**config.mk**
```make
export PLATFORM = sky130hd
export DESIGN_NAME = cpt_top
export DESIGN_NICKNAME = d
export VERILOG_FILES = /design/src/cpt_pkg.sv /design/src/cpt_top.sv /design/src/cpt_delay.sv
export SDC_FILE = /design/constraint.sdc
export NUM_CORES = 1
export LEC_CHECK = 0
export BUFFER_PORTS_ARGS = -buffer_cell sky130_fd_sc_hd__buf_2
export CAP_MARGIN = 5
export CORE_MARGIN = 1
export CORE_UTILIZATION = 29
export CTS_BUF_LIST = sky130_fd_sc_hd__clkbuf_2
export CTS_CLUSTER_DIAMETER = 40
export DETAILED_ROUTE_END_ITERATION = 7
export SLEW_MARGIN = 20
export SYNTH_ARGS = -nofsm -noshare
export SYNTH_HDL_FRONTEND = slang
export SYNTH_SLANG_ARGS = --single-unit
```
**constraint.sdc**
```tcl
create_clock -name clk_i -period 2.6 [get_ports clk_i]
set_clock_uncertainty 0.2 [all_clocks]
set_input_delay 0.39 -clock clk_i [delete_from_list [all_inputs] [get_ports clk_i]]
set_output_delay 0.39 -clock clk_i [all_outputs]
set_load 0.02 [all_outputs]
```
**src/cpt_pkg.sv**
```systemverilog
/*
 * Constants for the control PWM timer capture, output control and event block.
 * Assumes a 32-bit classic Wishbone slave with byte and 12-bit compare registers in the low bits of each word.
 */
package cpt_pkg;
    // Register byte addresses, one aligned word per register
    localparam logic [7:0] ADDR_CTRL_C = 8'h08;
    localparam logic [7:0] ADDR_CTRL_D = 8'h0C;
    localparam logic [7:0] ADDR_CTRL_E = 8'h10;
    localparam logic [7:0] ADDR_EVENT_INPUT_CONTROL_A = 8'h20;
    localparam logic [7:0] ADDR_EVENT_INPUT_CONTROL_B = 8'h24;
    localparam logic [7:0] ADDR_INT_EN = 8'h30;
    localparam logic [7:0] ADDR_INT_FLAG = 8'h34;
    localparam logic [7:0] ADDR_STATUS = 8'h38;
    localparam logic [7:0] ADDR_FAULT_CTRL = 8'h48;
    localparam logic [7:0] ADDR_DLY_CTRL = 8'h50;
    localparam logic [7:0] ADDR_DLY_VAL = 8'h54;
    localparam logic [7:0] ADDR_SNAP_A_LO = 8'h88;
    localparam logic [7:0] ADDR_SNAP_A_HI = 8'h8C;
    localparam logic [7:0] ADDR_SNAP_B_LO = 8'h90;
    localparam logic [7:0] ADDR_SNAP_B_HI = 8'h94;
    localparam logic [7:0] ADDR_CMP_BCLR = 8'hA0;
    localparam logic [7:0] ADDR_CMP_ASET = 8'hA4;
    localparam logic [7:0] ADDR_CMP_BSET = 8'hA8;
    // Field positions
    localparam int CONTROL_REGISTER_C_OVR_BIT = 0;
    localparam int CONTROL_REGISTER_C_CSEL_BIT = 6;
    localparam int CONTROL_REGISTER_C_DSEL_BIT = 7;
    localparam int CONTROL_REGISTER_E_SWA_BIT = 2;
    localparam int CONTROL_REGISTER_E_SWB_BIT = 3;
    localparam int EVENT_INPUT_CONTROL_ACTION_BIT = 2;
    localparam int EVENT_INPUT_CONTROL_ENABLE_BIT = 0;
    localparam int FLAG_OVF_BIT = 0;
    localparam int FLAG_ON_TIME_A_ENTRY_FLAG_BIT = 2;
    localparam int FLAG_ON_TIME_B_ENTRY_FLAG_BIT = 3;
    localparam int STATUS_COMMAND_READY_FLAG_BIT = 1;
    localparam int DLY_SEL_LSB = 0;
    localparam int DLY_ON_TIME_ENTRY_INTERRUPT_LSB = 2;
    localparam int DLY_PRESC_LSB = 4;
    // Field values
    localparam logic [1:0] DLY_SEL_OFF = 2'h0;
    localparam logic [1:0] DLY_SEL_BLANK = 2'h1;
    localparam logic [1:0] DLY_ON_TIME_ENTRY_INTERRUPT_DELAYED = 2'h2;
    localparam logic [7:0] FAULT_POR_VALUE = 8'h00;
    localparam int CNT_W = 12;
endpackage : cpt_pkg

```
**src/cpt_top.sv**
```systemverilog
/*
 * Capture units, output control, output events and interrupt flags of a 12-bit
 * control PWM timer. Assumes the counter, its phase and input events come from
 * timer logic on a foreign clock (synchronised here) and a classic Wishbone master.
 */
`timescale 1ns/10ps
module cpt_top
    import cpt_pkg::*;
(
    // Clock, reset, enable
    input wire logic clk_i,
    input wire logic rst_i,
    input wire logic por_i,
    input wire logic ce_i,
    input wire logic [7:0] fuse_cfg_i,
    // Wishbone slave
    input wire logic cyc_i,
    input wire logic stb_i,
    input wire logic we_i,
    input wire logic [7:0] adr_i,
    input wire logic [3:0] sel_i,
    input wire logic [31:0] dat_i,
    output logic [31:0] dat_o,
    output logic ack_o,
    // Timer core, foreign domain
    input wire logic [11:0] count_i,
    input wire logic [1:0] phase_i,
    input wire logic one_ramp_i,
    input wire logic cycle_end_i,
    input wire logic fault_i,
    input wire logic [1:0] core_wave_i,
    // Event inputs
    input wire logic event_a_i,
    input wire logic event_b_i,
    // Input mode actions toward the counter
    output logic input_act_a_o,
    output logic input_act_b_o,
    // Waveform outputs
    output logic waveform_out_a_o,
    output logic waveform_out_b_o,
    output logic waveform_out_c_o,
    output logic waveform_out_d_o,
    output logic [3:0] waveform_oe_o,
    // Output events
    output logic ev_b_clear_o,
    output logic ev_a_set_o,
    output logic ev_b_set_o,
    output logic ev_prog_o,
    // Interrupt requests
    output logic irq_ovf_o,
    output logic irq_on_time_entry_interrupt_o
);
    // Phase encoding of phase_i: dead A, on A, dead B, on B
    localparam logic [1:0] PH_ON_A = 2'h1;
    localparam logic [1:0] PH_ON_B = 2'h3;

    typedef struct packed {
        logic [1:0][11:0] cnt_s1;
        logic [1:0][11:0] cnt_s2;
        logic [10:0] in_s1;
        logic [10:0] in_s2;
        logic [10:0] in_prev;
        logic [1:0][11:0] snap;
        logic [1:0] busy;
        logic [7:0] ctrl_c;
        logic [7:0] ctrl_d;
        logic [1:0][7:0] event_input_control;
        logic [7:0] int_en;
        logic [7:0] int_flag;
        logic [7:0] fault;
        logic [7:0] dly_ctrl;
        logic [7:0] dly_val;
        logic [2:0][11:0] cmp;
        logic [3:0] wave;
        logic [3:0] oe;
        logic [3:0] cmp_ev;
        logic [1:0] act;
        logic fault_hold;
        logic [31:0] rdata;
        logic ack;
        logic irq_ovf;
        logic irq_on_time_entry_interrupt;
    } cpt_s;
    cpt_s s_q, s_d;

    logic [10:0] in_raw;
    logic [11:0] cnt_now;
    logic [1:0] ev_rise;
    logic ovf_ev, ona_ev, onb_ev, wr, rd;
    logic [1:0] sw_strobe, on_time_entry_interrupt, take;
    logic dly_on_time_entry_interrupt, dly_delayed;

    // Word decode shared by read and write paths
    function automatic logic hit(input logic [7:0] a, input logic [7:0] reg_adr);
        hit = (a == reg_adr);
    endfunction : hit

    function automatic logic ov_level(input logic [3:0] val, input logic [1:0] ph);
        ov_level = val[ph];
    endfunction : ov_level

    assign in_raw = {core_wave_i, fault_i, phase_i, cycle_end_i, event_b_i, event_a_i,
                     one_ramp_i, 2'h0};

    cpt_delay u_delay (
        .clk_i(clk_i),
        .rst_i(rst_i),
        .ce_i(ce_i),
        .delayed_i(dly_delayed),
        .presc_i(s_q.dly_ctrl[DLY_PRESC_LSB +: 2]),
        .dly_val_i(s_q.dly_val),
        .on_time_entry_interrupt_i(dly_on_time_entry_interrupt),
        .event_o(ev_prog_o)
    );

    always_comb begin
        s_d = s_q;
        // Both stages of the synchroniser for pins from the timer domain
        s_d.in_s1 = in_raw;
        s_d.in_s2 = s_q.in_s1;
        s_d.in_prev = s_q.in_s2;
        s_d.cnt_s1 = {count_i, count_i};
        // Upper copy keeps the previous synchronised value for match-entry detection
        s_d.cnt_s2[0] = s_q.cnt_s1[0];
        s_d.cnt_s2[1] = s_q.cnt_s2[0];
        // Counter values taken only after two stages; a moving counter may skew by one
        cnt_now = s_q.cnt_s2[0];
        ev_rise = s_q.in_s2[4:3] & ~s_q.in_prev[4:3];
        ovf_ev = s_q.in_s2[5] & ~s_q.in_prev[5];
        ona_ev = (s_q.in_s2[7:6] == PH_ON_A) && (s_q.in_prev[7:6] != PH_ON_A);
        onb_ev = (s_q.in_s2[7:6] == PH_ON_B) && (s_q.in_prev[7:6] != PH_ON_B);
        wr = cyc_i & stb_i & we_i & ~s_q.ack & sel_i[0];
        rd = cyc_i & stb_i & ~we_i & ~s_q.ack;
        sw_strobe[0] = wr & hit(adr_i, ADDR_CTRL_E) & dat_i[CONTROL_REGISTER_E_SWA_BIT];
        sw_strobe[1] = wr & hit(adr_i, ADDR_CTRL_E) & dat_i[CONTROL_REGISTER_E_SWB_BIT];
        for (int i = 0; i < 2; i++) begin
            // Event drives the input mode and the capture from one edge
            s_d.act[i] = ev_rise[i] & s_q.event_input_control[i][EVENT_INPUT_CONTROL_ENABLE_BIT];
            on_time_entry_interrupt[i] = sw_strobe[i] | (s_d.act[i] & s_q.event_input_control[i][EVENT_INPUT_CONTROL_ACTION_BIT]);
            take[i] = on_time_entry_interrupt[i] & ~s_q.busy[i];
            if (take[i]) begin
                s_d.snap[i] = cnt_now;
                s_d.busy[i] = 1'b1;
            end
        end
        // Compare match strobes, one cycle each
        s_d.cmp_ev[0] = (cnt_now == s_q.cmp[0]) && (s_q.cnt_s2[1] != s_q.cmp[0]);
        s_d.cmp_ev[1] = (cnt_now == s_q.cmp[1]) && (s_q.cnt_s2[1] != s_q.cmp[1])
                        && s_q.cmp_ev[3];
        s_d.cmp_ev[2] = (cnt_now == s_q.cmp[2]) && (s_q.cnt_s2[1] != s_q.cmp[2])
                        && s_q.cmp_ev[3];
        s_d.cmp_ev[3] = !(s_d.cmp_ev[0]);
        // Wishbone single-cycle ack; reads answer next edge
        s_d.ack = cyc_i & stb_i & ~s_q.ack;
        s_d.rdata = 32'h0000_0000;
        if (rd) begin
            case (adr_i)
                ADDR_CTRL_C: s_d.rdata[7:0] = s_q.ctrl_c;
                ADDR_CTRL_D: s_d.rdata[7:0] = s_q.ctrl_d;
                ADDR_EVENT_INPUT_CONTROL_A: s_d.rdata[7:0] = s_q.event_input_control[0];
                ADDR_EVENT_INPUT_CONTROL_B: s_d.rdata[7:0] = s_q.event_input_control[1];
                ADDR_INT_EN: s_d.rdata[7:0] = s_q.int_en;
                ADDR_INT_FLAG: s_d.rdata[7:0] = s_q.int_flag;
                ADDR_STATUS: s_d.rdata[STATUS_COMMAND_READY_FLAG_BIT] = ~|s_q.busy;
                ADDR_FAULT_CTRL: s_d.rdata[7:0] = s_q.fault;
                ADDR_DLY_CTRL: s_d.rdata[7:0] = s_q.dly_ctrl;
                ADDR_DLY_VAL: s_d.rdata[7:0] = s_q.dly_val;
                ADDR_SNAP_A_LO: s_d.rdata[7:0] = s_q.snap[0][7:0];
                ADDR_SNAP_A_HI: s_d.rdata[3:0] = s_q.snap[0][11:8];
                ADDR_SNAP_B_LO: s_d.rdata[7:0] = s_q.snap[1][7:0];
                ADDR_SNAP_B_HI: s_d.rdata[3:0] = s_q.snap[1][11:8];
                ADDR_CMP_BCLR: s_d.rdata[11:0] = s_q.cmp[0];
                ADDR_CMP_ASET: s_d.rdata[11:0] = s_q.cmp[1];
                ADDR_CMP_BSET: s_d.rdata[11:0] = s_q.cmp[2];
                default: s_d.rdata = 32'h0000_0000;
            endcase
            if (hit(adr_i, ADDR_SNAP_A_HI) && !take[0]) begin
                s_d.busy[0] = 1'b0;
            end
            if (hit(adr_i, ADDR_SNAP_B_HI) && !take[1]) begin
                s_d.busy[1] = 1'b0;
            end
        end
        if (wr) begin
            case (adr_i)
                ADDR_CTRL_C: s_d.ctrl_c = dat_i[7:0];
                ADDR_CTRL_D: s_d.ctrl_d = dat_i[7:0];
                ADDR_EVENT_INPUT_CONTROL_A: s_d.event_input_control[0] = dat_i[7:0];
                ADDR_EVENT_INPUT_CONTROL_B: s_d.event_input_control[1] = dat_i[7:0];
                ADDR_INT_EN: s_d.int_en = dat_i[7:0];
                ADDR_INT_FLAG: s_d.int_flag = s_q.int_flag & ~dat_i[7:0];
                ADDR_FAULT_CTRL: s_d.fault = dat_i[7:0];
                ADDR_DLY_CTRL: s_d.dly_ctrl = dat_i[7:0];
                ADDR_DLY_VAL: s_d.dly_val = dat_i[7:0];
                ADDR_CMP_BCLR: s_d.cmp[0] = dat_i[11:0];
                ADDR_CMP_ASET: s_d.cmp[1] = dat_i[11:0];
                ADDR_CMP_BSET: s_d.cmp[2] = dat_i[11:0];
                default: s_d.ctrl_c = s_d.ctrl_c;
            endcase
        end
        // Hardware set wins over a same-cycle clear
        if (ovf_ev) begin
            s_d.int_flag[FLAG_OVF_BIT] = 1'b1;
        end
        if (ona_ev || take[0]) begin
            s_d.int_flag[FLAG_ON_TIME_A_ENTRY_FLAG_BIT] = 1'b1;
        end
        if (onb_ev || take[1]) begin
            s_d.int_flag[FLAG_ON_TIME_B_ENTRY_FLAG_BIT] = 1'b1;
        end
        s_d.irq_ovf = s_d.int_flag[FLAG_OVF_BIT] & s_d.int_en[FLAG_OVF_BIT];
        s_d.irq_on_time_entry_interrupt = |(s_d.int_flag[FLAG_ON_TIME_B_ENTRY_FLAG_BIT:FLAG_ON_TIME_A_ENTRY_FLAG_BIT]
                         & s_d.int_en[FLAG_ON_TIME_B_ENTRY_FLAG_BIT:FLAG_ON_TIME_A_ENTRY_FLAG_BIT]);
        // Waveform outputs
        s_d.fault_hold = s_q.in_s2[8];
        if (s_q.in_s2[8]) begin
            s_d.wave = s_q.fault[3:0];
        end else begin
            if (s_q.ctrl_c[CONTROL_REGISTER_C_OVR_BIT]) begin
                // One-ramp override restricts each output to its own phases
                if (s_q.in_s2[2] && s_q.in_s2[7]) begin
                    s_d.wave[0] = s_q.wave[0];
                end else begin
                    s_d.wave[0] = ov_level(s_q.ctrl_d[3:0], s_q.in_s2[7:6]);
                end
                if (s_q.in_s2[2] && !s_q.in_s2[7]) begin
                    s_d.wave[1] = s_q.wave[1];
                end else begin
                    s_d.wave[1] = ov_level(s_q.ctrl_d[7:4], s_q.in_s2[7:6]);
                end
            end else begin
                s_d.wave[1:0] = s_q.in_s2[10:9];
            end
            s_d.wave[2] = s_q.ctrl_c[CONTROL_REGISTER_C_CSEL_BIT] ? s_d.wave[1] : s_d.wave[0];
            s_d.wave[3] = s_q.ctrl_c[CONTROL_REGISTER_C_DSEL_BIT] ? s_d.wave[1] : s_d.wave[0];
        end
        s_d.oe = s_q.fault[7:4];
        // Shared blanking and delay trigger source
        dly_delayed = (s_q.dly_ctrl[DLY_ON_TIME_ENTRY_INTERRUPT_LSB +: 2] == DLY_ON_TIME_ENTRY_INTERRUPT_DELAYED)
                      && (s_q.dly_ctrl[DLY_SEL_LSB +: 2] != DLY_SEL_BLANK);
        case (s_q.dly_ctrl[DLY_ON_TIME_ENTRY_INTERRUPT_LSB +: 2])
            2'h0: dly_on_time_entry_interrupt = s_q.cmp_ev[0];
            2'h1: dly_on_time_entry_interrupt = s_q.cmp_ev[1];
            2'h2: dly_on_time_entry_interrupt = s_q.cmp_ev[2];
            default: dly_on_time_entry_interrupt = ovf_ev;
        endcase
        dly_on_time_entry_interrupt = dly_on_time_entry_interrupt && (s_q.dly_ctrl[DLY_SEL_LSB +: 2] != DLY_SEL_OFF);
    end

    always_ff @(posedge clk_i) begin
        if (rst_i || por_i) begin
            s_q <= '0;
            s_q.fault <= por_i ? FAULT_POR_VALUE : fuse_cfg_i;
            s_q.wave <= por_i ? FAULT_POR_VALUE[3:0] : fuse_cfg_i[3:0];
            s_q.cmp_ev[3] <= 1'b1;
        end else if (ce_i) begin
            s_q <= s_d;
        end
    end

    assign dat_o = s_q.rdata;
    assign ack_o = s_q.ack;
    assign input_act_a_o = s_q.act[0];
    assign input_act_b_o = s_q.act[1];
    assign waveform_out_a_o = s_q.wave[0];
    assign waveform_out_b_o = s_q.wave[1];
    assign waveform_out_c_o = s_q.wave[2];
    assign waveform_out_d_o = s_q.wave[3];
    assign waveform_oe_o = s_q.oe;
    assign ev_b_clear_o = s_q.cmp_ev[0];
    assign ev_a_set_o = s_q.cmp_ev[1];
    assign ev_b_set_o = s_q.cmp_ev[2];
    assign irq_ovf_o = s_q.irq_ovf;
    assign irq_on_time_entry_interrupt_o = s_q.irq_on_time_entry_interrupt;
endmodule : cpt_top

```
**src/cpt_delay.sv**
```systemverilog
/*
 * Programmable delayed output event: prescaled delay clock enable and delay counter.
 * Assumes trigger pulses on the same clock; emits a one-cycle strobe.
 */
`timescale 1ns/10ps
module cpt_delay (
    // Clock and reset
    input wire logic clk_i,
    input wire logic rst_i,
    input wire logic ce_i,
    // Control
    input wire logic delayed_i,
    input wire logic [1:0] presc_i,
    input wire logic [7:0] dly_val_i,
    input wire logic on_time_entry_interrupt_i,
    // Event
    output logic event_o
);
    typedef enum logic [0:0] {CPT_DLY_IDLE, CPT_DLY_RUN} cpt_dly_state_e;
    typedef struct packed {
        cpt_dly_state_e st;
        logic [6:0] pre;
        logic [7:0] cnt;
        logic ev;
    } cpt_dly_s;
    cpt_dly_s s_q, s_d;
    logic tick;

    // Division factors 1, 4, 32, 128 selected by the prescaler field
    function automatic logic presc_tick(input logic [1:0] sel, input logic [6:0] p);
        case (sel)
            2'h0: presc_tick = 1'b1;
            2'h1: presc_tick = (p[1:0] == 2'h3);
            2'h2: presc_tick = (p[4:0] == 5'h1F);
            default: presc_tick = (p == 7'h7F);
        endcase
    endfunction : presc_tick

    always_comb begin
        s_d = s_q;
        s_d.ev = 1'b0;
        tick = presc_tick(presc_i, s_q.pre);
        case (s_q.st)
            CPT_DLY_IDLE: begin
                s_d.pre = 7'h00;
                s_d.cnt = 8'h00;
                if (on_time_entry_interrupt_i) begin
                    if (!delayed_i || dly_val_i == 8'h00) begin
                        s_d.ev = 1'b1;
                    end else begin
                        s_d.st = CPT_DLY_RUN;
                    end
                end
            end
            CPT_DLY_RUN: begin
                s_d.pre = s_q.pre + 7'h01;
                if (tick) begin
                    s_d.cnt = s_q.cnt + 8'h01;
                    if (s_d.cnt == dly_val_i) begin
                        s_d.ev = 1'b1;
                        s_d.st = CPT_DLY_IDLE;
                    end
                end
            end
            default: s_d.st = CPT_DLY_IDLE;
        endcase
    end

    always_ff @(posedge clk_i) begin
        if (rst_i) begin
            s_q <= '{st: CPT_DLY_IDLE, pre: 7'h00, cnt: 8'h00, ev: 1'b0};
        end else if (ce_i) begin
            s_q <= s_d;
        end
    end

    assign event_o = s_q.ev;
endmodule : cpt_delay

```
### Word level (Yosys, flattened, before mapping)

Index checks and enable logic that the tools add are counted.

* output and inout port bits: 49
* flip-flop bits (word level): 261
* word-level logic and storage cells: 203
* input bits: 80

* muxes and demuxes: 48
* add/subtract/negate cells: 2
* order comparisons: 1
* reductions and logical operators: 47
* bitwise operators: 31
* equal/unequal tests: 38

Operator list (count)
* 110-bit two-way mux: 2
* 72-bit two-way mux: 1
* 8-bit == test (second input constant): 7
* 4-bit case mux with 14 select lines: 1
* 12-bit two-way mux: 4
* 8-bit by 6-bit == test with 1-bit output (second input constant): 5
* 8-bit two-way mux: 5
* 12-bit == test: 3
* 12-bit inequality test: 3
* 3-bit AND reduction: 12
* 17-bit case mux with 2 select lines: 1
* 2-bit case mux with 16 select lines: 1
* 8-bit by 7-bit == test with 1-bit output (second input constant): 3
* 1-bit two-way mux: 20
* 1-bit bitwise AND: 18
* 1-bit case mux with 17 select lines: 1
* 8-bit by 4-bit == test with 1-bit output (second input constant): 2
* 1-bit case mux with 16 select lines: 1
* 1-bit logical AND: 13
* 4-bit two-way mux: 3
* 4-bit case mux with 3 select lines: 1
* 9-bit two-way mux: 1
* 8-bit by 1-bit adder with 8-bit output (second input constant): 1
* 8-bit bitwise AND: 1
* 25 further kinds: 57

### Longest topological paths before layout

Gate-level depths: netlist of the first run.

* depth after elaboration: 14
* depth in mapped cells: 9
* mapped depth without buffers: 8

### Cells and area by module

From an unflattened synthesis of the first run, not the netlist that was laid out.

* cell total of the unflattened synthesis: 1368
* area total of the unflattened synthesis: 12438.2 um^2

By module, submodules not included
* cpt_top: area each 11227.0 um^2, cells an instance 1211, sequential area each 4564.4 um^2, times used 1
* cpt_delay: area each 1211.2 um^2, cells an instance 157, sequential area each 340.3 um^2, times used 1

### Least setup slack after synthesis of the first run

No wires, ideal clock.

* path kind: input to register
* start point: in adr_i[5]
* end point: reg s_q, in the netlist s_d[42] (enable)
* path slack: -0.179 ns
* setup time: 0.384 ns
* data arrival time: 2.195 ns
* stages on the path: 7
* buffers on the path: 3
* required time: 2.016 ns
* cells stage by stage: buf_2 -> or3_1 -> buf_2 -> nor3_1 -> buf_2 -> nand2_1 -> o21ai_0

* longest elaborated chain between the ends: 3

RTL lines
* start: declaration: line cpt_top.sv:20 `input wire logic [7:0] adr_i,`
* 8-bit by 7-bit == test with 1-bit output: line cpt_top.sv:185 `case (adr_i)`
* 2-bit nonzero test (no line)
* 3-bit AND reduction (no line)
* end: declaration: line cpt_top.sv:84 `cpt_s s_q, s_d;`

Every way passes these cells.
A chain may end at the register's enable or synchronous reset.

### Worst setup path after layout of the first run

* start point: in adr_i[1]
* end point: reg s_q, in the netlist dat_o[4]

* longest elaborated chain between the ends: 3
* elaborated cells on any way between the ends: 16
* those cells by class: eq/ne: 14; mux: 2

RTL lines
* 8-bit == test (tied with other cells): line cpt_top.sv:157 `case (adr_i)`
* 4-bit case mux with 14 select lines *: line cpt_top.sv:157
* 12-bit two-way mux *: line cpt_top.sv:156 `if (rd) begin`

Mark *: on every way between the ends. The rest lies on a longest branch, timed or not.

==> results.ini, run 1 <==
[timing]
finalCritPeriodShare_pct=96.5
hold_viol=0
holdWs_ns=0.0871
final_max_slew_viol_count=0
fmax_mhz=399
tightest_slew_ns=0.794
max_slew_margin_pct=47.1
period_minus_slack_ns=2.51
setup_viol=0
rsz0062_at_grt=false

[synth]
synth_top_family_by_area=simple AND/OR/NAND/NOR gates
yosysUniqueCellTypes=74
synth_seq_cells=239
yosysSeqAreaShare_pct=40.9
synth_area_per_cell_um2=8.83
synthXorXnorAreaFrac_pct=5.92
muxShareOfSynthArea_pct=14.9
syn_inst=1357
synth_edf_count=12
syn-cell-area_mm2=0.0120
synth_warnings=0
yosysTopAreaCell=dfxtp_1
yosys-top-cells-count=227 x dfxtp_1, 186 x nor2_1, 173 x mux2i_1
synth.area.top_cells=dfxtp_1 38%, mux2i_1 14%, nor2_1 5.8%
synthArstFlopShare_pct=0
synth_most_common_cell=dfxtp_1
yosys.area_share.simple_pct=19.7
synth.top_cell.area_share_pct=37.9
synthFlopType=dfxtp_1
synth-adder-area-share_pct=0.313
synth-compound-area-share_pct=12.2

[clocking]
cts.clk_slew.worst_paths_ns=0.10
cts_buffers=66
cts_buffer_depth=3
insertion_delay_ns=0.87
postCtsSetupRepairBufs=0
clock-sinks=239
htree_levels=3
cts_root_buffer=clkbuf_2
cts_tree=built

[routing]
vias=10800
first_pass_iters=7
routedWlPerCell_um=19.8
antenna_left=0
detail_route.vias_per_cell=5.08
drt_drc_violations_left=2
drt_wl_total_um=42200
drtIter0Drc=890

[status]
failed_checks=design-rule violations
status=complete, but fails checks

[finish]
area_delta_synth_final_pct=21.0
drive_above_1_share_pct=19.7
final_nets=1635

[floorplanning]
dieArea_mm2=0.0422
boundaryPins=129
start_util_pct=29.4
die_w_um=205
coreArea_mm2=0.0408
placementRows=74
die_height_um=205

[power]
power.density_mw_per_mm2=488
vdd_ir_drop_max_mv=0.270
p_leak_nw=5.65
power_mw=7.07

[setup_path]
crit_fanout=9
rr_worst_depth=8
r2r-start=u_delay.s_q[9]$_SDFFE_PP0P_
critPathLaunchType=input pin
cp-end-kind=flop
cp.arrival_ns=3.07
crit_required_ns=3.16
reg2reg_slack_ns=0.16
crit_type=in2reg
r2r_end=u_delay.s_q[16]$_SDFFE_PP0P_

[grt]
grt_pass1_wl_um=63600
grt_usage_pct=20.1
antenna_found_initial=2
grt_pass1_vias=10500
grt_max_degree=160
grt.overflow.total=0

[place]
dp_hpwl_um=30300
numPortBuffers=85
place_congestion=0.964

[worst_hold_path]
holdPathStages=6
min_from=sel_i[0]
hold_path.class=in2reg
whs_endpoint=s_q[113]$_SDFFE_PN0P_

[run]
cap_violations=0

## layer usage
layer / routed length [um] / vias to the layer above / track usage, %
met5: 0 / - / 0
met4: 1750 / 0 / 9.68
met3: 3200 / 84 / 4.72
met2: 18600 / 419 / 30.9
met1: 18700 / 5184 / 26.5
li1: - / 5138 / -
## where the power goes
| group | internal, mW | switching (mW) | total (mW) |
|---|---|---|---|
| Clock | 1.10 | 1.62 | 2.72 |
| Sequential | 3.72 | 0.0320 | 3.75 |
| Combinational | 0.228 | 0.372 | 0.600 |
| Total | 5.05 | 2.03 | 7.07 |
## stage by stage
stage | cells | TNS (ns) | utilization, % | instance area, um2 | setup WS [ns]
after global placement | 1951 | -0.103 | 32.4 | 13200 | -0.0557
after detailed placement | 1951 | -0.232 | 32.4 | 13200 | -0.122
after CTS | 2130 | 0 | 35.5 | 14500 | 0.0184
after floorplan | 1376 | 0 | - | 12100 | 0.0352
after global routing | 2131 | 0 | 35.5 | 14500 | 0.0352
final | 2131 | 0 | 35.5 | 14500 | 0.0911
## logic make-up after synthesis
| kind of cell | Yosys count |
|---|---|
| buffers and inverters | 145 |
| DFF | 239 |
| other | 1 |
| xor gates and xnor gates | 81 |
| AOI/OAI and AO/OA | 215 |
| muxes | 177 |
| and+or+nand+nor | 496 |
| adders and majority gates | 3 |
## state kept, by name, summed over array words and instances, names as in the netlist, 4 cells and up
signal	cells
waveform_oe_o	4
cnt_now	12
dat_o	12
s_q	160
s_d	22
u_delay.s_q	16
## worst max-delay path: stages
cell	delay, ns
dlygate4sd3_1	0.55
buf_2	0.15
or3_1	0.45
nor3_1	0.20
buf_4	0.22
nand3_1	0.10
o21ai_0	0.15
nor4_1	0.09
a32oi_1	0.21
dlygate4sd3_1	0.57
## repair_timing
action | CTS | global route
hold endpoints to repair | 187 | 0
pin swaps | 0 | 0
setup endpoints to repair | 2 | 8
hold buffers | 66 | 0
gates resized for setup | 2 | 4
## worst max-delay path by stage
stage | from | to | slack (ns) | cells after the start
2_1_floorplan | adr_i[5] | s_d[42]$_DFFE_PP_ | 0.04 | 7
3_3_place_gp | u_delay.s_q[1]$_SDFFE_PP0P_ | u_delay.s_q[16]$_SDFFE_PP0P_ | -0.06 | 8
3_5_place_dp | u_delay.s_q[1]$_SDFFE_PP0P_ | u_delay.s_q[16]$_SDFFE_PP0P_ | -0.12 | 8
4_1_cts | rst_i | s_q[103]$_DFFE_PP_ | 0.02 | 8
5_1_grt | u_delay.s_q[9]$_SDFFE_PP0P_ | u_delay.s_q[16]$_SDFFE_PP0P_ | 0.04 | 8
6_report | adr_i[1] | dat_o[4]$_SDFFE_PN0P_ | 0.09 | 10
## layout by cell type, fill, tap and decap left out, types with 13 or more instances in the layout
cell type and n:
dfxtp_1 227, nor2_1 185, mux2i_1 173, nand2_1 134, clkbuf_2 97, buf_4 85
buf_2 84, a21oi_1 76, dlygate4sd3_1 65, nand3_1 51, xor2_1 46, xnor2_1 35
o21ai_0 32, a22oi_1 20, conb_1 20, nor4_1 19, a22o_1 16, nor3_1 16
nand4_1 13
## cell type report
cell class	count	area, um2
antenna	2	5.00
clock buffer	97	485
multi-input combinational	992	6470
inverter	13	48.8
tap	532	666
sequential	239	4900
fill	4265	26300
clock inverter	16	103
timing repair buffer	240	1830
Note: power is estimated with default switching activity, not from simulation.
==> inputs of run 2 (changes only) <==
Settings changed: BUFFER_PORTS_ARGS -buffer_cell sky130_fd_sc_hd__buf_2 to -buffer_cell sky130_fd_sc_hd__buf_4, SYNTH_HIERARCHICAL set to 1.
==> results.ini, run 2 <==
[grt]
grt.overflow.total=0  ; unchanged
grt_max_degree=92  ; -43%
grt_pass1_wl_um=66800  ; +4.9%
antenna_found_initial=1  ; -1
grt_pass1_vias=10800  ; +3.6%
grt_usage_pct=20.2  ; +0.059 points

[synth]
synth.top_cell.area_share_pct=36.5  ; -1.4 points
synthArstFlopShare_pct=0  ; unchanged
synth.area.top_cells=dfxtp_1 37%, mux2i_1 16%, nor2_1 5.3%
yosysTopAreaCell=dfxtp_1
synth_edf_count=12  ; unchanged
syn_inst=1368  ; +0.81%
yosysSeqAreaShare_pct=39.4  ; -1.5 points
synthFlopType=dfxtp_1
synth_area_per_cell_um2=9.09  ; +2.9%
synth_seq_cells=239  ; unchanged
yosysUniqueCellTypes=84  ; +14%
syn-cell-area_mm2=0.0124  ; +3.7%
synth_warnings=6  ; +6
yosys-top-cells-count=227 x dfxtp_1, 193 x mux2i_1, 175 x nor2_1
synth_most_common_cell=dfxtp_1

[worst_hold_path]
whs_endpoint=s_q[264]$_SDFFE_PN0P_
holdPathStages=4  ; -2
hold_path.class=in2reg
min_from=count_i[11]

[setup_path]
rr_worst_depth=8  ; unchanged
cp.arrival_ns=3.18  ; +0.11 ns
cp-end-kind=flop
reg2reg_slack_ns=0.06  ; -0.10 ns
crit_fanout=7  ; -2
r2r-start=ack_o$_SDFFE_PN0P_
crit_required_ns=3.22  ; +0.06 ns
critPathLaunchType=input pin
r2r_end=s_q[71]$_SDFFE_PN0P_
crit_type=in2reg

[finish]
n_fill_cell=4292  ; +0.63%
stdcell_count=2189  ; +2.7%
final_common_cell=dfxtp_1
largest-register=s_q
area_delta_synth_final_pct=25.4
largest_reg_flops=160  ; unchanged
drive_above_1_share_pct=21.0  ; +1.4 points
stdcell_area_mm2=0.0156  ; +7.5%
final_nets=1681  ; +2.8%
mostFrequentLayoutCells=227 x dfxtp_1, 193 x mux2i_1, 174 x nor2_1, 172 x buf_4, 111 x nand2_1

[run]
cap_violations=0  ; unchanged

[clocking]
cts_buffer_depth=3  ; unchanged
cts_tree=built
cts.clk_slew.worst_paths_ns=0.09  ; about the same
cts_buffers=69  ; +4.5%
clock-sinks=239  ; unchanged
htree_levels=3  ; unchanged
insertion_delay_ns=0.91  ; +0.04 ns
cts_root_buffer=clkbuf_2

[routing]
routedWlPerCell_um=20.3  ; +2.3%
vias=11100  ; +2.4%
first_pass_iters=5  ; -2
drt_wl_total_um=44400  ; +5.0%
antenna_left=0  ; unchanged
drt_drc_violations_left=0  ; -2
drtIter0Drc=780  ; -12%
detail_route.vias_per_cell=5.06  ; -0.34%

[timing]
max_slew_margin_pct=41.6  ; -5.5 points
tightest_slew_ns=0.872  ; +0.0778 ns
setup_viol=0  ; unchanged
final_max_slew_viol_count=0  ; unchanged
setup_ws_ns=0.0416  ; -0.0495 ns
hold_viol=0  ; unchanged
holdWs_ns=0.0818  ; -0.00524 ns
period_minus_slack_ns=2.56  ; +0.0495 ns
rsz0062_at_grt=true
fmax_mhz=391  ; -1.9%
finalCritPeriodShare_pct=98.4  ; +1.9 points

[power]
power_mw=7.38  ; +4.3%
swShare_pct=28.5  ; -0.14 points
power.density_mw_per_mm2=473  ; -2.9%
power.switching_mw=2.11  ; +3.8%
internal_power_mw=5.27  ; +4.5%
power.share.sequential_pct=50.9  ; -2.1 points
pwr-share-clk_pct=39.4  ; +0.9 points
combPwrFrac_pct=9.7  ; +1.2 points
p_leak_nw=6.20  ; +9.6%
vdd_ir_drop_max_mv=0.246  ; -8.9%

[floorplanning]
dieArea_mm2=0.0437  ; +3.7%
placementRows=75  ; +1.4%
die_w_um=209  ; +1.8%
start_util_pct=29.5  ; +0.16 points
coreArea_mm2=0.0421  ; +3.2%
boundaryPins=129  ; unchanged
die_height_um=209  ; +1.8%

[status]
status=finished, final reports clean

[place]
dp_slack_ns=-0.00765  ; +0.115 ns
placed_cell_area_mm2=0.0140  ; +5.6%
placedCellCount=1970  ; +0.97%
place_congestion=0.928  ; -3.8%
dp_hpwl_um=31900  ; +5.3%
numPortBuffers=85  ; unchanged

==> run 2: how the worst max path moves through the flow <==
stage | startpoint | endpoint | slack, ns | cells past startpoint
6_report | sel_i[0] | s_q[118]$_SDFFE_PN0P_ | 0.04 | 9
4_1_cts | adr_i[3] | s_q[120]$_SDFFE_PN0P_ | 0.03 | 9
3_5_place_dp | adr_i[2] | dat_o[7]$_SDFFE_PN0P_ | -0.008 | 7
5_1_grt | ack_o$_SDFFE_PN0P_ | s_q[71]$_SDFFE_PN0P_ | -0.03 | 8
3_3_place_gp | adr_i[2] | dat_o[7]$_SDFFE_PN0P_ | 0.02 | 7
2_1_floorplan | ack_o$_SDFFE_PN0P_ | s_q[161]$_SDFFE_PN0P_ | 0.36 | 7
==> run 2: power by group through the flow <==
stage / logic (mW) / registers (mW) / clock network (mW)
floorplan: 0.351 / 3.83 / 0
global placement: 0.607 / 3.84 / 0
detailed placement: 0.607 / 3.84 / 0
CTS: 0.709 / 3.75 / 3.02
global route: 0.762 / 3.76 / 3.22
finish: 0.718 / 3.75 / 2.91
==> run 2: cell families after synthesis <==
| group | after synthesis | synth area share (%) |
|---|---|---|
| mux | 212 | 17.3 |
| buf+inv | 153 | 6.40 |
| fa+ha+maj | 3 | 0.302 |
| flops | 239 | 39.4 |
| simple gates | 496 | 20.7 |
| other cells | 1 | 0.0301 |
| compound gates | 181 | 9.95 |
| xor+xnor | 83 | 5.84 |
==> run 2: critical path, cell delays in order <==
cell	delay (ns)
dlygate4sd3_1	0.54
buf_4	0.11
nand2_1	0.10
dlygate4sd3_1	0.67
nor4_4	0.39
buf_4	0.21
nand3_1	0.08
dlygate4sd3_1	0.57
a21oi_1	0.13
==> run 2: routing by layer <==
layer  routed length, um  global-route usage, %  vias to the layer above  share of wire, %
met5                   0                      0                        -                 0
met1               19900                   26.1                     5386                45
li1                    -                      -                     5283                 -
met3                2240                   3.31                       64               5.1
met4                1390                   9.03                        0               3.1
met2               20800                   33.0                      349                47
==> run 2: repair_timing <==
item	in CTS	in global routing
hold buffers	95	0
hold endpoints to repair	227	0
setup buffers	0	2
gates resized for setup	0	3
endpoints found under the setup margin	0	7
==> run 2: final cells by class <==
cell class	instances	area [um2]	share of cell area [%]
clock buffers	102	510	3.27
diodes	1	2.50	0.0160
clock inverters	20	135	0.866
inverters	13	48.8	0.313
repair buffers	280	2500	16.1
well taps	539	674	4.32
flip-flops and latches	239	4900	31.4
multi-input cells	995	6820	43.7
==> run 2: stage by stage <==
stage               util, %   TNS, ns
finish                 37.0         0
global route           37.0   -0.0273
CTS                    37.0         0
detailed placement     33.2  -0.00765
global placement       33.2         0
floorplan                 -         0
